--- config.mk ---
export PLATFORM = sky130hd
export DESIGN_NAME = skt_top
export DESIGN_NICKNAME = d
export VERILOG_FILES = /design/src/common/skt_pkg.sv /design/src/rtl/skt_top.sv /design/src/rtl/skt_countdown.sv /design/src/rtl/skt_exc_slot.sv
export SDC_FILE = /design/constraint.sdc
export NUM_CORES = 1
export LEC_CHECK = 0
export BUFFER_PORTS_ARGS = -buffer_cell sky130_fd_sc_hd__buf_2
export CAP_MARGIN = 20
export CORE_ASPECT_RATIO = 0.75
export CORE_MARGIN = 8
export CORE_UTILIZATION = 50
export DETAILED_ROUTE_END_ITERATION = 10
export PLACE_DENSITY_LB_ADDON = 0.05
export SLEW_MARGIN = 20
export SYNTH_ARGS = -nofsm -noshare
export SYNTH_HDL_FRONTEND = slang
export SYNTH_SLANG_ARGS = --single-unit
--- constraint.sdc ---
create_clock -name mclk -period 7.38 [get_ports mclk]
set_input_delay 1.476 -clock mclk [delete_from_list [all_inputs] [get_ports mclk]]
set_output_delay 1.476 -clock mclk [all_outputs]
set_load 0.01 [all_outputs]
--- src/common/skt_pkg.sv ---
// shared constants for the sequencer timer and kick edge block
package skt_pkg;
	// clocking: fast system clock and the slow sequencer tick
	localparam int MCLK_NS = 8;
	localparam int TICK_NS = 4000;
	localparam int TICK_CYC = TICK_NS / MCLK_NS;
	localparam int TICK_W = 9;
	// countdown delay limits, in microseconds and in ticks
	localparam int DLY_MIN_US = 32;
	localparam int DLY_MAX_US = 2000000;
	localparam int TICK_US = TICK_NS / 1000;
	localparam int DLY_W = 19;
	localparam logic [DLY_W-1:0] DLY_MIN = DLY_W'((DLY_MIN_US + TICK_US - 1) / TICK_US);
	localparam logic [DLY_W-1:0] DLY_MAX = DLY_W'(DLY_MAX_US / TICK_US);
	// number of hardware countdown timers
	localparam int NTMR = 2;
	// sequencer step number width
	localparam int STEP_W = 5;
	// interval counter decode: fifth pulse seen while count holds four
	localparam logic [2:0] IVL_LAST = 3'h4;
	// register byte addresses
	localparam logic [7:0] A_CTRL = 8'h00;
	localparam logic [7:0] A_DLY0 = 8'h04;
	localparam logic [7:0] A_DLY1 = 8'h08;
	localparam logic [7:0] A_EXC = 8'h0C;
	localparam logic [7:0] A_STAT = 8'h10;
	localparam logic [7:0] A_ISTAT = 8'h14;
	localparam logic [7:0] A_IMASK = 8'h18;
	// field positions
	localparam int F_GATE0 = 0;
	localparam int F_MODE_LO = 5;
	localparam int NIRQ = 4;
	localparam int I_KICK = 0;
	localparam int I_JUMP = 1;
	localparam int I_LONG = 2;
	localparam int I_TC0 = 3;
	// reset values
	localparam logic [7:0] R_EXC = 8'h00;
	localparam logic [NIRQ-1:0] R_MASK = 4'h0;
	// output action of an exception slot
	typedef enum logic [1:0] {
		SKT_ACT_NONE,
		SKT_ACT_SET,
		SKT_ACT_CLR,
		SKT_ACT_FOLLOW
	} skt_act_type;
endpackage

--- src/rtl/skt_top.sv ---
// Strobed register access and the placing of the registers were chosen for this implementation.
`timescale 1ns/1ps
// Operation
// exception true forces jump to configured step
// jump only when current step is interruptible
// exception drives output async set/clear or d
// kick delayed copy held in tick-clocked node
// kick exception fires only on falling edge
// edge is kick low, copy high, one tick
// gated timer counts delay down, then terminal
// gate low reloads delay, restarts countdown
// inverted terminal on gate gives pulse train
// timer one gate registers inverse of terminal
// nodes: combinatorial, d, t, preset, reset
// supervisory logic runs independent of sequencer
// three internal bits count timer one pulses
// t flops toggle on terminal with lower bits
// long output pulses one tick per interval
// long output clears all three counter bits
// long output set at fifth terminal pulse
module skt_top
	import skt_pkg::*;
(
	input wire logic mclk,
	input wire logic rst,
	input wire logic kick_in,
	input wire logic step_interruptible,
	input wire logic [7:0] reg_addr,
	input wire logic [31:0] reg_wdata,
	input wire logic reg_wr,
	input wire logic reg_rd,
	output logic [31:0] reg_rdata,
	output logic jump_req,
	output logic [STEP_W-1:0] jump_step,
	output logic exc_out,
	output logic long_interval_out,
	output logic irq
);
	// sequencer tick generator
	logic [TICK_W-1:0] div_q; // mclk cycles into the current tick
	logic tick_q; // one mclk pulse every four microseconds
	logic tick_end;
	assign tick_end = div_q == TICK_W'(TICK_CYC - 1);

	// register file state
	logic gate0_q; // software gate of timer zero
	logic [DLY_W-1:0] dly_q [NTMR]; // programmed delays in ticks
	logic [7:0] exc_cfg_q; // target step and slot zero action
	logic [NIRQ-1:0] istat_q; // sticky event bits
	logic [NIRQ-1:0] imask_q; // event enables
	logic [31:0] rdata_q;
	logic irq_q;

	// exception and supervisory state
	logic kick_copy; // delayed copy of the kick, slot one node
	logic kick_fall; // falling edge condition of the kick
	logic exc0_hit; // slot zero became true this tick
	logic exc0_node;
	logic jump_q;
	logic [STEP_W-1:0] jstep_q;
	logic gate1_q; // registered gate of timer one
	logic [NTMR-1:0] tc_w; // terminal counts of both timers
	logic [NTMR-1:0] gate_w;
	logic [2:0] ivl_q; // interval counter bits msb..lsb
	logic [2:0] ivl_t; // toggle enables of those bits
	logic long_q;
	logic tc0_prev_q; // for the rising edge of timer zero

	// slot one latches the kick; always follows, so no config here
	skt_exc_slot u_kick_latch (
		.mclk(mclk),
		.rst(rst),
		.tick(tick_q),
		.expr(kick_in),
		.mode(SKT_ACT_FOLLOW),
		.hit(),
		.node(kick_copy)
	);

	// kick low while the copy is still high lasts at most one tick,
	// so a kick stuck low cannot keep re-arming the jump
	assign kick_fall = !kick_in && kick_copy;

	// slot zero watches the falling edge and drives the exception output
	skt_exc_slot u_kick_exc (
		.mclk(mclk),
		.rst(rst),
		.tick(tick_q),
		.expr(kick_fall),
		.mode(skt_act_type'(exc_cfg_q[F_MODE_LO+1:F_MODE_LO])),
		.hit(exc0_hit),
		.node(exc0_node)
	);

	// timer gates: zero from software, one self-retriggering
	assign gate_w[0] = gate0_q;
	assign gate_w[1] = gate1_q;

	// both hardware timers from one loop
	genvar gi;
	generate
		for (gi = 0; gi < NTMR; gi++) begin : g_tmr
			skt_countdown u_tmr (
				.mclk(mclk),
				.rst(rst),
				.tick(tick_q),
				.gate(gate_w[gi]),
				.delay(dly_q[gi]),
				.tc(tc_w[gi])
			);
		end
	endgenerate

	// tick divider, free running so supervisory logic never waits
	always_ff @(posedge mclk or posedge rst) begin
		if (rst) begin
			div_q <= '0;
			tick_q <= 1'b0;
		end else begin
			div_q <= tick_end ? '0 : div_q + TICK_W'(1);
			tick_q <= tick_end;
		end
	end

	// jump request: only honoured on an interruptible step
	always_ff @(posedge mclk or posedge rst) begin
		if (rst) begin
			jump_q <= 1'b0;
			jstep_q <= '0;
		end else begin
			jump_q <= exc0_hit && step_interruptible;
			if (exc0_hit && step_interruptible) begin
				jstep_q <= exc_cfg_q[STEP_W-1:0];
			end
		end
	end

	// timer one gate is a d flop of its inverted terminal count,
	// giving one-tick pulses every programmed delay plus two ticks
	always_ff @(posedge mclk or posedge rst) begin
		if (rst) begin
			gate1_q <= 1'b0;
		end else if (tick_q) begin
			gate1_q <= !tc_w[1];
		end
	end

	// t flop enables: each bit toggles when all lower bits are set
	assign ivl_t[0] = tc_w[1];
	assign ivl_t[1] = tc_w[1] && ivl_q[0];
	assign ivl_t[2] = tc_w[1] && ivl_q[0] && ivl_q[1];

	// interval counter: internal t flops, never driven to pins.
	// the clear from the long output is held through the next tick and wins over its count,
	// but timer one is never terminal on that tick, so no count is ever lost to it
	always_ff @(posedge mclk or posedge rst) begin
		if (rst) begin
			ivl_q <= '0;
		end else if (long_q) begin
			ivl_q <= '0;
		end else if (tick_q) begin
			ivl_q <= ivl_q ^ ivl_t;
		end
	end

	// long output: d flop set on the fifth pulse, one tick wide
	always_ff @(posedge mclk or posedge rst) begin
		if (rst) begin
			long_q <= 1'b0;
		end else if (tick_q) begin
			long_q <= tc_w[1] && ivl_q == IVL_LAST;
		end
	end

	// register decode
	logic wr_ctrl, wr_dly0, wr_dly1, wr_exc, wr_istat, wr_imask;
	assign wr_ctrl = reg_wr && reg_addr == A_CTRL;
	assign wr_dly0 = reg_wr && reg_addr == A_DLY0;
	assign wr_dly1 = reg_wr && reg_addr == A_DLY1;
	assign wr_exc = reg_wr && reg_addr == A_EXC;
	assign wr_istat = reg_wr && reg_addr == A_ISTAT;
	assign wr_imask = reg_wr && reg_addr == A_IMASK;

	// delay written is clamped into the legal 32 us .. 2 s window
	logic [DLY_W-1:0] dly_wr;
	logic [31:0] wd;
	assign wd = reg_wdata;
	assign dly_wr = (wd < 32'(DLY_MIN)) ? DLY_MIN :
		(wd > 32'(DLY_MAX)) ? DLY_MAX : wd[DLY_W-1:0];

	// control and configuration registers
	always_ff @(posedge mclk or posedge rst) begin
		if (rst) begin
			gate0_q <= 1'b0;
			dly_q[0] <= DLY_MAX;
			dly_q[1] <= DLY_MAX;
			exc_cfg_q <= R_EXC;
			imask_q <= R_MASK;
		end else begin
			if (wr_ctrl) gate0_q <= reg_wdata[F_GATE0];
			if (wr_dly0) dly_q[0] <= dly_wr;
			if (wr_dly1) dly_q[1] <= dly_wr;
			if (wr_exc) exc_cfg_q <= reg_wdata[7:0];
			if (wr_imask) imask_q <= reg_wdata[NIRQ-1:0];
		end
	end

	// event sources for the sticky status
	logic [NIRQ-1:0] ev_w;
	logic [NIRQ-1:0] clr_w;
	assign ev_w[I_KICK] = exc0_hit;
	assign ev_w[I_JUMP] = exc0_hit && step_interruptible;
	assign ev_w[I_LONG] = tick_q && tc_w[1] && ivl_q == IVL_LAST;
	assign ev_w[I_TC0] = tc_w[0] && !tc0_prev_q;
	assign clr_w = wr_istat ? reg_wdata[NIRQ-1:0] : '0;

	// sticky status, write one to clear; a new event beats the clear
	always_ff @(posedge mclk or posedge rst) begin
		if (rst) begin
			istat_q <= '0;
			tc0_prev_q <= 1'b0;
			irq_q <= 1'b0;
		end else begin
			istat_q <= (istat_q & ~clr_w) | ev_w;
			tc0_prev_q <= tc_w[0];
			irq_q <= |(((istat_q & ~clr_w) | ev_w) & imask_q);
		end
	end

	// read mux; unmapped addresses read as zero
	logic [31:0] rd_mux;
	logic [31:0] stat_w;
	assign stat_w = {24'h0, exc0_node, ivl_q, gate1_q, tc_w, kick_copy};
	assign rd_mux =
		(reg_addr == A_CTRL) ? {31'h0, gate0_q} :
		(reg_addr == A_DLY0) ? {13'h0, dly_q[0]} :
		(reg_addr == A_DLY1) ? {13'h0, dly_q[1]} :
		(reg_addr == A_EXC) ? {24'h0, exc_cfg_q} :
		(reg_addr == A_STAT) ? stat_w :
		(reg_addr == A_ISTAT) ? {28'h0, istat_q} :
		(reg_addr == A_IMASK) ? {28'h0, imask_q} : 32'h0;

	// read data stand only in the cycle after the strobe
	always_ff @(posedge mclk or posedge rst) begin
		if (rst) begin
			rdata_q <= '0;
		end else begin
			rdata_q <= reg_rd ? rd_mux : 32'h0;
		end
	end

	// output exception action through its own flop
	logic exc_out_q;
	always_ff @(posedge mclk or posedge rst) begin
		if (rst) begin
			exc_out_q <= 1'b0;
		end else begin
			exc_out_q <= exc0_node;
		end
	end

	assign reg_rdata = rdata_q;
	assign jump_req = jump_q;
	assign jump_step = jstep_q;
	assign exc_out = exc_out_q;
	assign long_interval_out = long_q;
	assign irq = irq_q;

	// checks
	a_jump_gated: assert property (@(posedge mclk) disable iff (rst)
		jump_q |-> $past(step_interruptible) && $past(exc0_hit))
		else $error("jump issued on a non-interruptible step");
	a_jump_target: assert property (@(posedge mclk) disable iff (rst)
		exc0_hit && step_interruptible |=> jump_q &&
			jstep_q == $past(exc_cfg_q[STEP_W-1:0]))
		else $error("jump missing or to the wrong step");
	a_kick_copy: assert property (@(posedge mclk) disable iff (rst)
		tick_q |=> kick_copy == $past(kick_in))
		else $error("kick copy not updated on the tick");
	a_edge_single: assert property (@(posedge mclk) disable iff (rst)
		exc0_hit |=> !exc0_hit [*8])
		else $error("kick exception fired twice for one edge");
	a_edge_needs_fall: assert property (@(posedge mclk) disable iff (rst)
		exc0_hit |-> $past(!kick_in && kick_copy))
		else $error("kick exception without a falling edge");
	a_gate1_inverse: assert property (@(posedge mclk) disable iff (rst)
		tick_q |=> gate1_q == !$past(tc_w[1]))
		else $error("timer one gate is not the inverted terminal");
	a_lsb_toggle: assert property (@(posedge mclk) disable iff (rst)
		tick_q && tc_w[1] && !long_q |=> ivl_q[0] != $past(ivl_q[0]))
		else $error("interval lsb did not toggle");
	a_long_clear: assert property (@(posedge mclk) disable iff (rst)
		long_q |=> ivl_q == 3'h0)
		else $error("long output did not clear the counter");
	a_long_decode: assert property (@(posedge mclk) disable iff (rst)
		tick_q && tc_w[1] && ivl_q == IVL_LAST |=> long_q)
		else $error("long output not set on the fifth pulse");
	a_tc_one_tick: assert property (@(posedge mclk) disable iff (rst)
		tick_q && tc_w[1] |=> !tc_w[1])
		else $error("timer one terminal wider than one tick");
endmodule

--- src/rtl/skt_countdown.sv ---
`timescale 1ns/1ps
// one gated countdown timer clocked by the sequencer tick
module skt_countdown
	import skt_pkg::*;
(
	input wire logic mclk,
	input wire logic rst,
	input wire logic tick,
	input wire logic gate,
	input wire logic [DLY_W-1:0] delay,
	output logic tc
);
	logic [DLY_W-1:0] cnt_q; // remaining ticks
	logic [DLY_W-1:0] cnt_d;
	logic loaded_q; // a delay has been loaded since reset
	// terminal count is a decode, so it drops the tick the gate drops;
	// the zero left by reset is not a finished count, so it never fires
	assign tc = gate && loaded_q && (cnt_q == '0);
	// gate low reloads, gate high counts down and parks at zero;
	// the first tick after reset always loads, whatever the gate
	assign cnt_d = (!gate || !loaded_q) ? delay :
		(cnt_q != '0) ? cnt_q - DLY_W'(1) : cnt_q;
	// counter only moves on the tick
	always_ff @(posedge mclk or posedge rst) begin
		if (rst) begin
			cnt_q <= '0;
			loaded_q <= 1'b0;
		end else if (tick) begin
			cnt_q <= cnt_d;
			loaded_q <= 1'b1;
		end
	end
	a_gate_reload: assert property (@(posedge mclk) disable iff (rst)
		tick && !gate |=> cnt_q == $past(delay))
		else $error("timer did not reload while gate low");
	a_count_step: assert property (@(posedge mclk) disable iff (rst)
		tick && gate && cnt_q != '0 |=> cnt_q == $past(cnt_q) - DLY_W'(1))
		else $error("timer did not count down by one");
endmodule

--- src/rtl/skt_exc_slot.sv ---
`timescale 1ns/1ps
// one exception slot: hit on a rising expression, plus an output action
module skt_exc_slot
	import skt_pkg::*;
(
	input wire logic mclk,
	input wire logic rst,
	input wire logic tick,
	input wire logic expr,
	input wire skt_act_type mode,
	output logic hit,
	output logic node
);
	logic prev_q; // expression at the previous tick
	logic hit_q; // one mclk pulse when expression becomes true
	logic node_q; // controlled output flip-flop
	logic rise_w;
	assign rise_w = tick && expr && !prev_q;
	// edge of the expression is judged only at tick boundaries
	always_ff @(posedge mclk or posedge rst) begin
		if (rst) begin
			prev_q <= 1'b0;
			hit_q <= 1'b0;
		end else begin
			hit_q <= rise_w;
			if (tick) begin
				prev_q <= expr;
			end
		end
	end
	// set and clear act at once, follow waits for the tick like a d flop
	always_ff @(posedge mclk or posedge rst) begin
		if (rst) begin
			node_q <= 1'b0;
		end else begin
			case (mode)
				SKT_ACT_SET: if (expr) node_q <= 1'b1;
				SKT_ACT_CLR: if (expr) node_q <= 1'b0;
				SKT_ACT_FOLLOW: if (tick) node_q <= expr;
				default: node_q <= node_q;
			endcase
		end
	end
	assign hit = hit_q;
	assign node = node_q;
	a_set_action: assert property (@(posedge mclk) disable iff (rst)
		mode == SKT_ACT_SET && expr |=> node_q)
		else $error("set action did not set the output");
endmodule

; ---- After elaboration in Yosys (flattened, before gate mapping)
; Index checks and enable logic that the tools add are counted.
[word_totals]
regBits = 141
inputBits = 46
output_inout_bits = 41
wordCells = 112
[classes]
addsub = 3
magnitude_cmp = 2
n_eq_ne = 14
muxes = 22
n_bitwise = 5
n_reduce_logical = 42
[ops]
columns = op, n
row1 = $mux 19, 10
row2 = $logic_not 19->1, 2
row3 = $reduce_bool 19->1, 2
row4 = $sub 19x1->19 const B, 2
row5 = $gt 32x19->1 const B, 1
row6 = $lt 32x4->1 const B, 1
row7 = $eq 8x5->1 const B, 3
row8 = $logic_and 1x1->1, 20
row9 = $eq 8x4->1 const B, 2
row10 = $mux 8, 2
row11 = $mux 4, 3
row12 = $add 9x1->9 const B, 1
row13 = $eq 9x9->1 const B, 1
row14 = $mux 9, 1
row15 = $and 4x4->4, 2
row16 = $eq 8x3->1 const B, 1
row17 = $logic_not 8->1, 1
row18 = $logic_not 1->1, 7
row19 = $mux 3, 2
row20 = $reduce_bool 2->1, 3
row21 = $eq 2x2->1 const B, 2
row22 = $ne 2x1->1 const B, 2
row23 = $not 4->4, 1
row24 = $or 4x4->4, 1
row25 = 11 further kinds, 15

; ---- Depth between registers and ports, before layout
; Gate-level depths: netlist of run 1.
[logic_depth]
word_depth = 9
depth_mapped = 9
ltp_nobuf = 9

; ---- Cells and area by module
; Synthesis of run 1 repeated with hierarchy kept, for this count alone.
[hier_totals]
hier_cells = 713
hier_area_um2 = 7477.2
[modules_own_cells]
columns = mod, n_inst, cells_each, area_per_inst_um2, seq_area_each_um2
row1 = skt_top, 1, 363, 4361.7, 2469.9
row2 = skt_countdown, 2, 161, 1417.6, 500.5
row3 = skt_exc_slot, 2, 14, 140.1, 75.1

; ---- Worst setup path after synthesis of run 1
; No wires, ideal clock.
[synth_path]
path_kind = input-to-reg
startpoint = input port reg_addr[2]
endpoint = register dly_q[13] (netlist name)
setup_time_ns = 0.080
arrival_ns = 2.895
t_required_ns = 7.300
path_slack_ns = 4.406
path_stages = 7
path_buffers = 3
cell_sequence = clkbuf_1 nor2b_1 clkbuf_1 and4_1 clkbuf_1 nand2_1 o22a_1
[synth_between]
elab_chain_cells = 2
[synth_rtl]
columns = item, line
row1 = "start, declared", skt_top.sv:28  ; input wire logic [7:0] reg_addr,
row2 = $eq 8x4->1, skt_top.sv:179  ; assign wr_dly1 = reg_wr && reg_addr == A_DLY1;
row3 = $logic_and 1x1->1, skt_top.sv:179
row4 = "end, declared", skt_top.sv:47  ; logic [DLY_W-1:0] dly_q [NTMR];
; Every way passes these cells.
; A chain may end at the register's enable or synchronous reset.

; ---- Worst setup path after layout of run 1
[layout_path]
startpoint = input port reg_addr[5]
endpoint = register rdata_q[5], in the netlist reg_rdata[5]
[layout_between]
elab_chain_cells = 7
elab_cells_between_ends = 11
cone_classes = 4 x eq/ne / 6 x mux / 1 x reduce/logical
[layout_rtl]
columns = item, line
row1 = $eq 8x5->1, skt_top.sv:239  ; (reg_addr == A_STAT) ? stat_w :
row2 = $mux 8, skt_top.sv:239
row3 = $mux 8, skt_top.sv:238  ; (reg_addr == A_EXC) ? {24'h0, exc_cfg_q} :
row4 = $mux 19, skt_top.sv:237  ; (reg_addr == A_DLY1) ? {13'h0, dly_q[1]} :
row5 = $mux 19, skt_top.sv:236  ; (reg_addr == A_DLY0) ? {13'h0, dly_q[0]} :
row6 = $mux 19 *, skt_top.sv:235  ; (reg_addr == A_CTRL) ? {31'h0, gate0_q} :
row7 = $mux 19 *, skt_top.sv:248  ; rdata_q <= reg_rd ? rd_mux : 32'h0;
row8 = "end signal, assigned", skt_top.sv:248
row9 = "end, declared", skt_top.sv:51  ; logic [31:0] rdata_q;
; Mark *: on every way between the ends. The rest lies on a longest branch, timed or not.

==> summary.txt, run 1 <==
Route
  – Routed vias/inst: 6.13
  – Antenna Nets Post-Route: 0
  – Violation count after the first detailed-route iteration: 439
  – Vias post-DR: 5872
  – Number of remaining DRC errors: 0
  – Final wirelength: 19000 um
  – Drt pass-1 iters: 6
  – Wire length per cell: 19.9 um

Floorplan
  – Horizontal extent of the die: 153 um
  – CORE AREA: 13700 um^2
  – I/O pins: 87
  – Placement Rows: 37
  – Die height: 119 um
  – Area enclosed by the die boundary: 18200 um^2
  – Effective utilization at floorplan: 51.3%

Logic synthesis
  – Number of warnings issued by yosys: 0
  – Xor/xnor cell area share of the yosys netlist: 0.745%
  – Adder-cell area share of the yosys netlist: 1.24%
  – Primary flip-flop cell chosen by synthesis mapping: sky130_fd_sc_hd__dfrtp_1
  – Compound-Gate Fraction of Synth Area: 20.8%
  – Multiplexer share of the synthesized area: 3.76%
  – Share of synthesized flip-flops with an asynchronous set or reset: 100%
  – Post-Synth Simple-Gate Area: 18.4%
  – Area of the mapped netlist: 7060 um^2
  – Library cells used by synthesis: 70
  – Dominant combinational cell family by area after synthesis: compound AO/OA/AOI/OAI gates
  – Proportion of synthesized chip area in sequential cells: 50.2%
  – Avg Inst Size Synth: 9.98 um^2
  – Count of state elements after synthesis: 141
  – Number of enable-type register cells in the synthesized netlist: 0
  – Synthesized netlist cell count: 707

Power
  – Peak supply drop: 0.188 mV
  – Power density of the placed cells: 211 nW/um^2
  – Leakage power total: 3.74 nW

Outcome
  – Outcome: completed

GRT
  – Initial antenna violation count: 0
  – Overflow left after global routing: 0
  – Total Routing Usage GR: 21.2%
  – Global-route wire length before repair: 30800 um
  – Met3 layer usage reported by global route: 5.46%
  – Routing usage on met2: 31.5%
  – Largest net degree at the start of global routing: 76
  – Met1 track utilization from global routing: 30.3%
  – Most Crowded Layer GR: met2
  – Via count of the first global-routing pass: 5698

Clocking
  – Root buffer selected by CTS: sky130_fd_sc_hd__clkbuf_16
  – Number of cells upsized or downsized after cts: 0
  – Htree depth: 4
  – CTS tree: yes
  – Number of sinks on the clock net: 141
  – Clock transition at the registers of the reported paths: 0.06 ns
  – Count of hold-fix buffers inserted at cts: 0
  – Maximum clock insertion buffer count: 2
  – Post-CTS Setup Repair Bufs: 0
  – Insertion delay to the later sink of the worst-skew pair: 0.42 ns
  – Number of CTS-inserted buffers: 17

Final layout
  – Final core utilization: 58.8%
  – Count of fill cells added during filler insertion: 1181
  – Net count, final: 823
  – Ant diodes: 0
  – Area added between synthesis and finish: 14.6%
  – Share of cells above drive strength 1: 21.5%

Worst setup path
  – Signal arrival time at the worst endpoint: 3.37 ns
  – Nature of the critical path startpoint: input port
  – Instance count on the critical path: 6
  – Setup slack, reg-to-reg: 4.51 ns
  – Required time at the worst-slack endpoint: 7.67 ns
  – Cell depth of the worst flop-to-flop path: 6
  – Capturing point of the worst reg2reg path: g_tmr[0].u_tmr.cnt_q[12]
  – CP max stage delay: 0.59 ns
  – Cell at the slowest stage of the critical path: sky130_fd_sc_hd__nor4b_2
  – Crit-path cells: buf_2, nor4b_2, nand2_1, nor3_1, a221oi_1, nor3_1
  – Kind of capture point of the worst setup path: flop
  – Worst-path maximum fanout: 6
  – R2R Path Start: g_tmr[1].u_tmr.loaded_q
  – Top delay family on crit path: simple AND/OR/NAND/NOR gates
  – Category of the most critical setup path: in -> reg
  – Critical path's most frequent cell: sky130_fd_sc_hd__nor3_1
  – Buf+Inv Stages, Crit Path: 1

Timing
  – Worst slew margin relative to its limit: 33.3%
  – Total Negative Setup Slacks: 0 ns
  – Pins over their slew limit: 0
  – Slew at the pin closest to its max-slew limit: 0.997 ns
  – Final period util: 41.8%
  – Setup repair after global routing missed its margin: no
  – Highest attainable clock frequency: 324 MHz
  – Final hold violation count: 0
  – Worst-case clock skew: 0.00666 ns
  – Final setup slack of the worst path: 4.30 ns
  – Clock period minus final worst setup slack: 3.08 ns
  – Final setup fails: 0

Worst hold path
  – Type of the most critical hold path: reg -> reg
  – Hold endpoint: u_kick_exc.hit
  – Number of instances on the worst hold path: 1
  – Worst min-delay path startpoint: u_kick_exc.prev_q

Place
  – Placer's final routability congestion estimate: 0.905
  – Post-Place Worst Slack: 3.95 ns
  – Number of port buffers: 73
  – Detailed Place HPWL: 14000 um

Job
  – Maxcap violations: 0
-- per-layer routing --
metal  vias to the layer above  wire length, um
met5                         -                0
met4                         0              189
met1                      2909             9030
li1                       2729                -
met2                       217             8490
met3                        17             1340
-- sequential cells by signal (all words and copies together) (netlist names) --
register and cells:
u_kick_exc.prev_q 1, jump_req 1, g_tmr.u_tmr.loaded_q 1, gate1_q 1
div_q 9, u_kick_exc.node 1, imask_q 4, exc_cfg_q 8
g_tmr.u_tmr.cnt_q 38, gate0_q 1, dly_q 38, istat_q 4
jump_step 5, irq 1, tc0_prev_q 1, exc_out 1
ivl_q 3, u_kick_latch.node 1, reg_rdata 19, tick_q 1
u_kick_exc.hit 1, long_interval_out 1
-- worst reg2reg max path, cell delays in order, from the launching register on --
cell	delay, ns
sky130_fd_sc_hd__dfrtp_1	0.45
sky130_fd_sc_hd__and2_1	0.68
sky130_fd_sc_hd__nand4b_1	0.32
sky130_fd_sc_hd__o41ai_4	0.63
sky130_fd_sc_hd__buf_4	0.35
sky130_fd_sc_hd__o21ba_1	0.18
sky130_fd_sc_hd__o22a_1	0.16
-- worst max-delay path by stage --
stage                        startpoint            end  slack [ns]
after floorplan                     rst       div_q[0]        2.15
after global placement      reg_addr[4]  reg_rdata[18]        4.02
after detailed placement    reg_addr[4]   reg_rdata[1]        3.95
after CTS                   reg_addr[4]   reg_rdata[1]        4.38
after global routing      reg_wdata[25]      dly_q[20]        4.13
final                       reg_addr[5]   reg_rdata[5]        4.30
-- through the flow --
step           total power [mW]  area [um^2]  hold slack, ns  instances
6_report                   1.70         8090           0.428        958
2_1_floorplan             0.859         7100           0.402        719
4_1_cts                    1.72         8080           0.431        958
3_3_place_gp              0.892         7510           0.411        926
3_5_place_dp              0.894         7510           0.424        926
5_1_grt                    1.76         8090           0.467        958
-- Yosys cell counts, types with 16 or more instances --
| library cell | instances | area [um^2] |
|---|---|---|
| sky130_fd_sc_hd__a21oi_1 | 40 | 200 |
| sky130_fd_sc_hd__a22o_1 | 19 | 166 |
| sky130_fd_sc_hd__a22oi_1 | 24 | 180 |
| sky130_fd_sc_hd__clkbuf_1 | 26 | 97.6 |
| sky130_fd_sc_hd__dfrtp_1 | 127 | 3180 |
| sky130_fd_sc_hd__inv_1 | 21 | 78.8 |
| sky130_fd_sc_hd__mux2_2 | 20 | 225 |
| sky130_fd_sc_hd__nand2_1 | 44 | 165 |
| sky130_fd_sc_hd__nor2_1 | 73 | 274 |
| sky130_fd_sc_hd__nor3_1 | 29 | 145 |
| sky130_fd_sc_hd__o21ai_0 | 39 | 195 |
| sky130_fd_sc_hd__o22a_1 | 22 | 193 |
| sky130_fd_sc_hd__o22ai_1 | 16 | 100 |
-- layout by cell type, fill, tap and decap left out, types with 3 or more instances in the layout --
| master | netlist | final |
|---|---|---|
| sky130_fd_sc_hd__a21oi_1 | 40 | 40 |
| sky130_fd_sc_hd__o22a_1 | 22 | 22 |
| sky130_fd_sc_hd__nand3_1 | 15 | 15 |
| sky130_fd_sc_hd__nor2_1 | 73 | 73 |
| sky130_fd_sc_hd__a31oi_1 | 6 | 6 |
| sky130_fd_sc_hd__clkbuf_16 | 0 | 18 |
| sky130_fd_sc_hd__o22ai_1 | 16 | 16 |
| sky130_fd_sc_hd__nor4_2 | 4 | 4 |
| sky130_fd_sc_hd__a22o_1 | 19 | 19 |
| sky130_fd_sc_hd__buf_2 | 8 | 73 |
| sky130_fd_sc_hd__ha_1 | 7 | 7 |
| sky130_fd_sc_hd__nor3_1 | 29 | 29 |
| sky130_fd_sc_hd__or3_1 | 8 | 8 |
| sky130_fd_sc_hd__nand4_1 | 11 | 11 |
| sky130_fd_sc_hd__mux2_2 | 20 | 20 |
| sky130_fd_sc_hd__buf_4 | 14 | 8 |
| sky130_fd_sc_hd__nand2_1 | 44 | 44 |
| sky130_fd_sc_hd__xnor2_1 | 3 | 3 |
| sky130_fd_sc_hd__conb_1 | 1 | 13 |
| sky130_fd_sc_hd__a221oi_1 | 5 | 5 |
| sky130_fd_sc_hd__or4_1 | 5 | 5 |
| sky130_fd_sc_hd__a22oi_1 | 24 | 24 |
| sky130_fd_sc_hd__nor3b_1 | 3 | 3 |
| sky130_fd_sc_hd__dfrtp_1 | 127 | 127 |
| sky130_fd_sc_hd__and2_1 | 6 | 6 |
| sky130_fd_sc_hd__mux2i_1 | 4 | 4 |
| sky130_fd_sc_hd__o21ai_1 | 14 | 14 |
| sky130_fd_sc_hd__a41oi_1 | 4 | 4 |
| sky130_fd_sc_hd__xor2_1 | 3 | 3 |
| sky130_fd_sc_hd__dfstp_2 | 14 | 14 |
| sky130_fd_sc_hd__clkinv_2 | 0 | 5 |
| sky130_fd_sc_hd__nor4_1 | 10 | 10 |
| sky130_fd_sc_hd__nor2b_1 | 7 | 7 |
| sky130_fd_sc_hd__and3_1 | 5 | 5 |
| sky130_fd_sc_hd__inv_1 | 21 | 20 |
| sky130_fd_sc_hd__o21ai_0 | 39 | 39 |
| sky130_fd_sc_hd__a2bb2oi_1 | 5 | 5 |
| sky130_fd_sc_hd__clkinv_4 | 0 | 3 |
-- layout make-up --
cell class	count	area, um^2	share of cell area [%]
Tap cell	175	219	2.71
Clock inverter	10	88.8	1.10
Multi-Input combinational cell	508	3240	40.0
Inverter	21	83.8	1.04
Clock buffer	22	485	6.00
Sequential cell	141	3550	43.9
Timing Repair Buffer	81	425	5.26
-- where the power goes --
group          internal, mW  switching (mW)  total, mW  leakage [nW]
clock network         0.500           0.323      0.823         0.285
registers             0.790          0.0127      0.803          1.88
logic                0.0274          0.0503     0.0777          1.57
total                  1.32           0.386       1.70          3.74
-- kinds of logic (layout without fill, tap and decap cells) --
kind of cell | after synthesis | count (layout)
other | 1 | 13
adders and majority gates | 7 | 7
DFF | 141 | 141
xor gates and xnor gates | 6 | 6
buffers and inverters | 70 | 134
and+or+nand+nor | 242 | 242
AOI/OAI and AO/OA | 216 | 216
muxes | 24 | 24
No activity file was read; power rests on OpenSTA's default activity.
==> inputs of run 2 (changes only) <==
Clock period 7.38 ns to 3 ns, I/O delays scaled along.
==> run 2 against run 1 <==
  * Die area is the same
  * Setup slack got worse by 3.7 ns
  * Clock skew is 0.0036 ns higher
==> summary.txt, run 2 (synthesized netlist as in run 1, its figures left out) <==
Timing
  – Worst slew margin relative to its limit: 43.2%
  – Final period util: 80.9%
  – Worst-case clock skew: 0.0102 ns
  – Total Negative Setup Slacks: 0 ns
  – Clock period minus final worst setup slack: 2.43 ns
  – Highest attainable clock frequency: 412 MHz
  – Slew at the pin closest to its max-slew limit: 0.850 ns
  – Setup repair after global routing missed its margin: no
  – Pins over their slew limit: 0
  – Final setup fails: 0
  – Hold slack final: 0.272 ns
  – Final hold violation count: 0

Final layout
  – Leading cell type in the layout, fill and taps excluded: sky130_fd_sc_hd__dfrtp_1
  – Net count, final: 833
  – Count of fill cells added during filler insertion: 1160
  – Share of cells above drive strength 1: 22.4%
  – Commonest cells after routing, fill and taps aside: sky130_fd_sc_hd__dfrtp_1, sky130_fd_sc_hd__nor2_1, sky130_fd_sc_hd__buf_2, sky130_fd_sc_hd__nand2_1, sky130_fd_sc_hd__a21oi_1
  – Area added between synthesis and finish: 15.9%
  – Ant diodes: 0

Worst setup path
  – Nature of the critical path startpoint: flop
  – Required time at the worst-slack endpoint: 3.32 ns
  – Worst-path maximum fanout: 7
  – Kind of capture point of the worst setup path: flop
  – Signal arrival time at the worst endpoint: 2.75 ns
  – Cell depth of the worst flop-to-flop path: 5
  – Category of the most critical setup path: reg -> reg

GRT
  – Total Routing Usage GR: 22.2%
  – Initial antenna violation count: 1
  – Global-route wire length before repair: 32100 um
  – Overflow left after global routing: 0
  – Via count of the first global-routing pass: 5836
  – Largest net degree at the start of global routing: 85

Clocking
  – Htree depth: 4
  – Number of CTS-inserted buffers: 17
  – Root buffer selected by CTS: sky130_fd_sc_hd__clkbuf_16
  – Insertion delay to the later sink of the worst-skew pair: 0.43 ns
  – Number of sinks on the clock net: 141
  – Clock transition at the registers of the reported paths: 0.07 ns
  – Count of hold-fix buffers inserted at cts: 0
  – Maximum clock insertion buffer count: 2
  – CTS tree: yes
  – Post-CTS Setup Repair Bufs: 0
  – Number of cells upsized or downsized after cts: 0

Power
  – Leakage power total: 3.79 nW
  – Peak supply drop: 0.386 mV
  – Power density of the placed cells: 510 nW/um^2

Outcome
  – Outcome: completed

Route
  – Vias post-DR: 5964
  – Routed vias/inst: 6.16
  – Detail Route met3 WL: 1420 um
  – Wire length per cell: 20.2 um
  – Met1 layer wirelength in the final routing: 9200 um
  – Top sig layer: met5
  – Antenna Nets Post-Route: 0
  – Violation count after the first detailed-route iteration: 431
  – Wire length on met2: 8580 um
  – Number of remaining DRC errors: 0
  – Final wirelength: 19600 um
  – Drt pass-1 iters: 5

Place
  – Number of port buffers: 73
  – Placer's final routability congestion estimate: 0.940
  – Detailed Place HPWL: 14400 um

Worst hold path
  – Type of the most critical hold path: in -> async

Floorplan
  – Effective utilization at floorplan: 51.3%
  – Area enclosed by the die boundary: 18200 um^2
  – CORE AREA: 13700 um^2
  – Horizontal extent of the die: 153 um
  – Placement Rows: 37
  – I/O pins: 87
  – Die height: 119 um

Job
  – Maxcap violations: 0
-- run 2: power breakdown --
| part | internal [mW] | switching (mW) | total, mW |
|---|---|---|---|
| Sequential | 1.94 | 0.0316 | 1.97 |
| Clock | 1.12 | 0.873 | 2.00 |
| Combinational | 0.0743 | 0.130 | 0.204 |
| Total | 3.14 | 1.03 | 4.17 |
-- run 2: area by class of cell --
type | instances | area, um^2 | area share [%]
Clock buffer | 19 | 454 | 5.55
Clock inverter | 13 | 103 | 1.25
Inverter | 21 | 82.6 | 1.01
Multi-Input combinational cell | 508 | 3240 | 39.6
Sequential cell | 141 | 3550 | 43.4
Tap cell | 175 | 219 | 2.68
Timing Repair Buffer | 91 | 538 | 6.58
-- run 2: final timing paths --
check                      slack (ns)        endpoint               startpoint
max                              0.57    reg_rdata[2]  g_tmr[1].u_tmr.cnt_q[3]
min                              0.27    jump_step[1]                      rst
max reg2reg                      0.57    reg_rdata[2]  g_tmr[1].u_tmr.cnt_q[3]
min reg2reg                      0.43  u_kick_exc.hit        u_kick_exc.prev_q
max in group asynchronous        2.29       dly_q[35]                      rst
min in group mclk                0.43  u_kick_exc.hit        u_kick_exc.prev_q
-- run 2: stage by stage --
step / instances / worst slack (ns) / util [%] / power [mW] / cell area, um^2
after CTS: 968 / 0.568 / 59.5 / 4.20 / 8180
after floorplan: 719 / 0.648 / - / 2.11 / 7110
after global placement: 936 / 0.386 / 55.4 / 2.21 / 7620
final: 968 / 0.574 / 59.5 / 4.17 / 8180
after detailed placement: 936 / 0.428 / 55.4 / 2.21 / 7620
after global routing: 968 / 0.492 / 59.5 / 4.32 / 8180
-- run 2: layer usage --
layer | GRT usage [%] | up-vias
li1 | - | 2755
met1 | 31.0 | 2960
met2 | 32.4 | 212
met3 | 5.85 | 35
met4 | 8.69 | 2
met5 | 0 | -
-- run 2: worst max-delay path: stages, from the launching register on --
cell                       delay, ns
sky130_fd_sc_hd__dfrtp_1        0.44
sky130_fd_sc_hd__or4_1          0.79
sky130_fd_sc_hd__nor2_8         0.19
sky130_fd_sc_hd__nand4_4        0.13
sky130_fd_sc_hd__or4_4          0.45
sky130_fd_sc_hd__a221oi_2       0.31
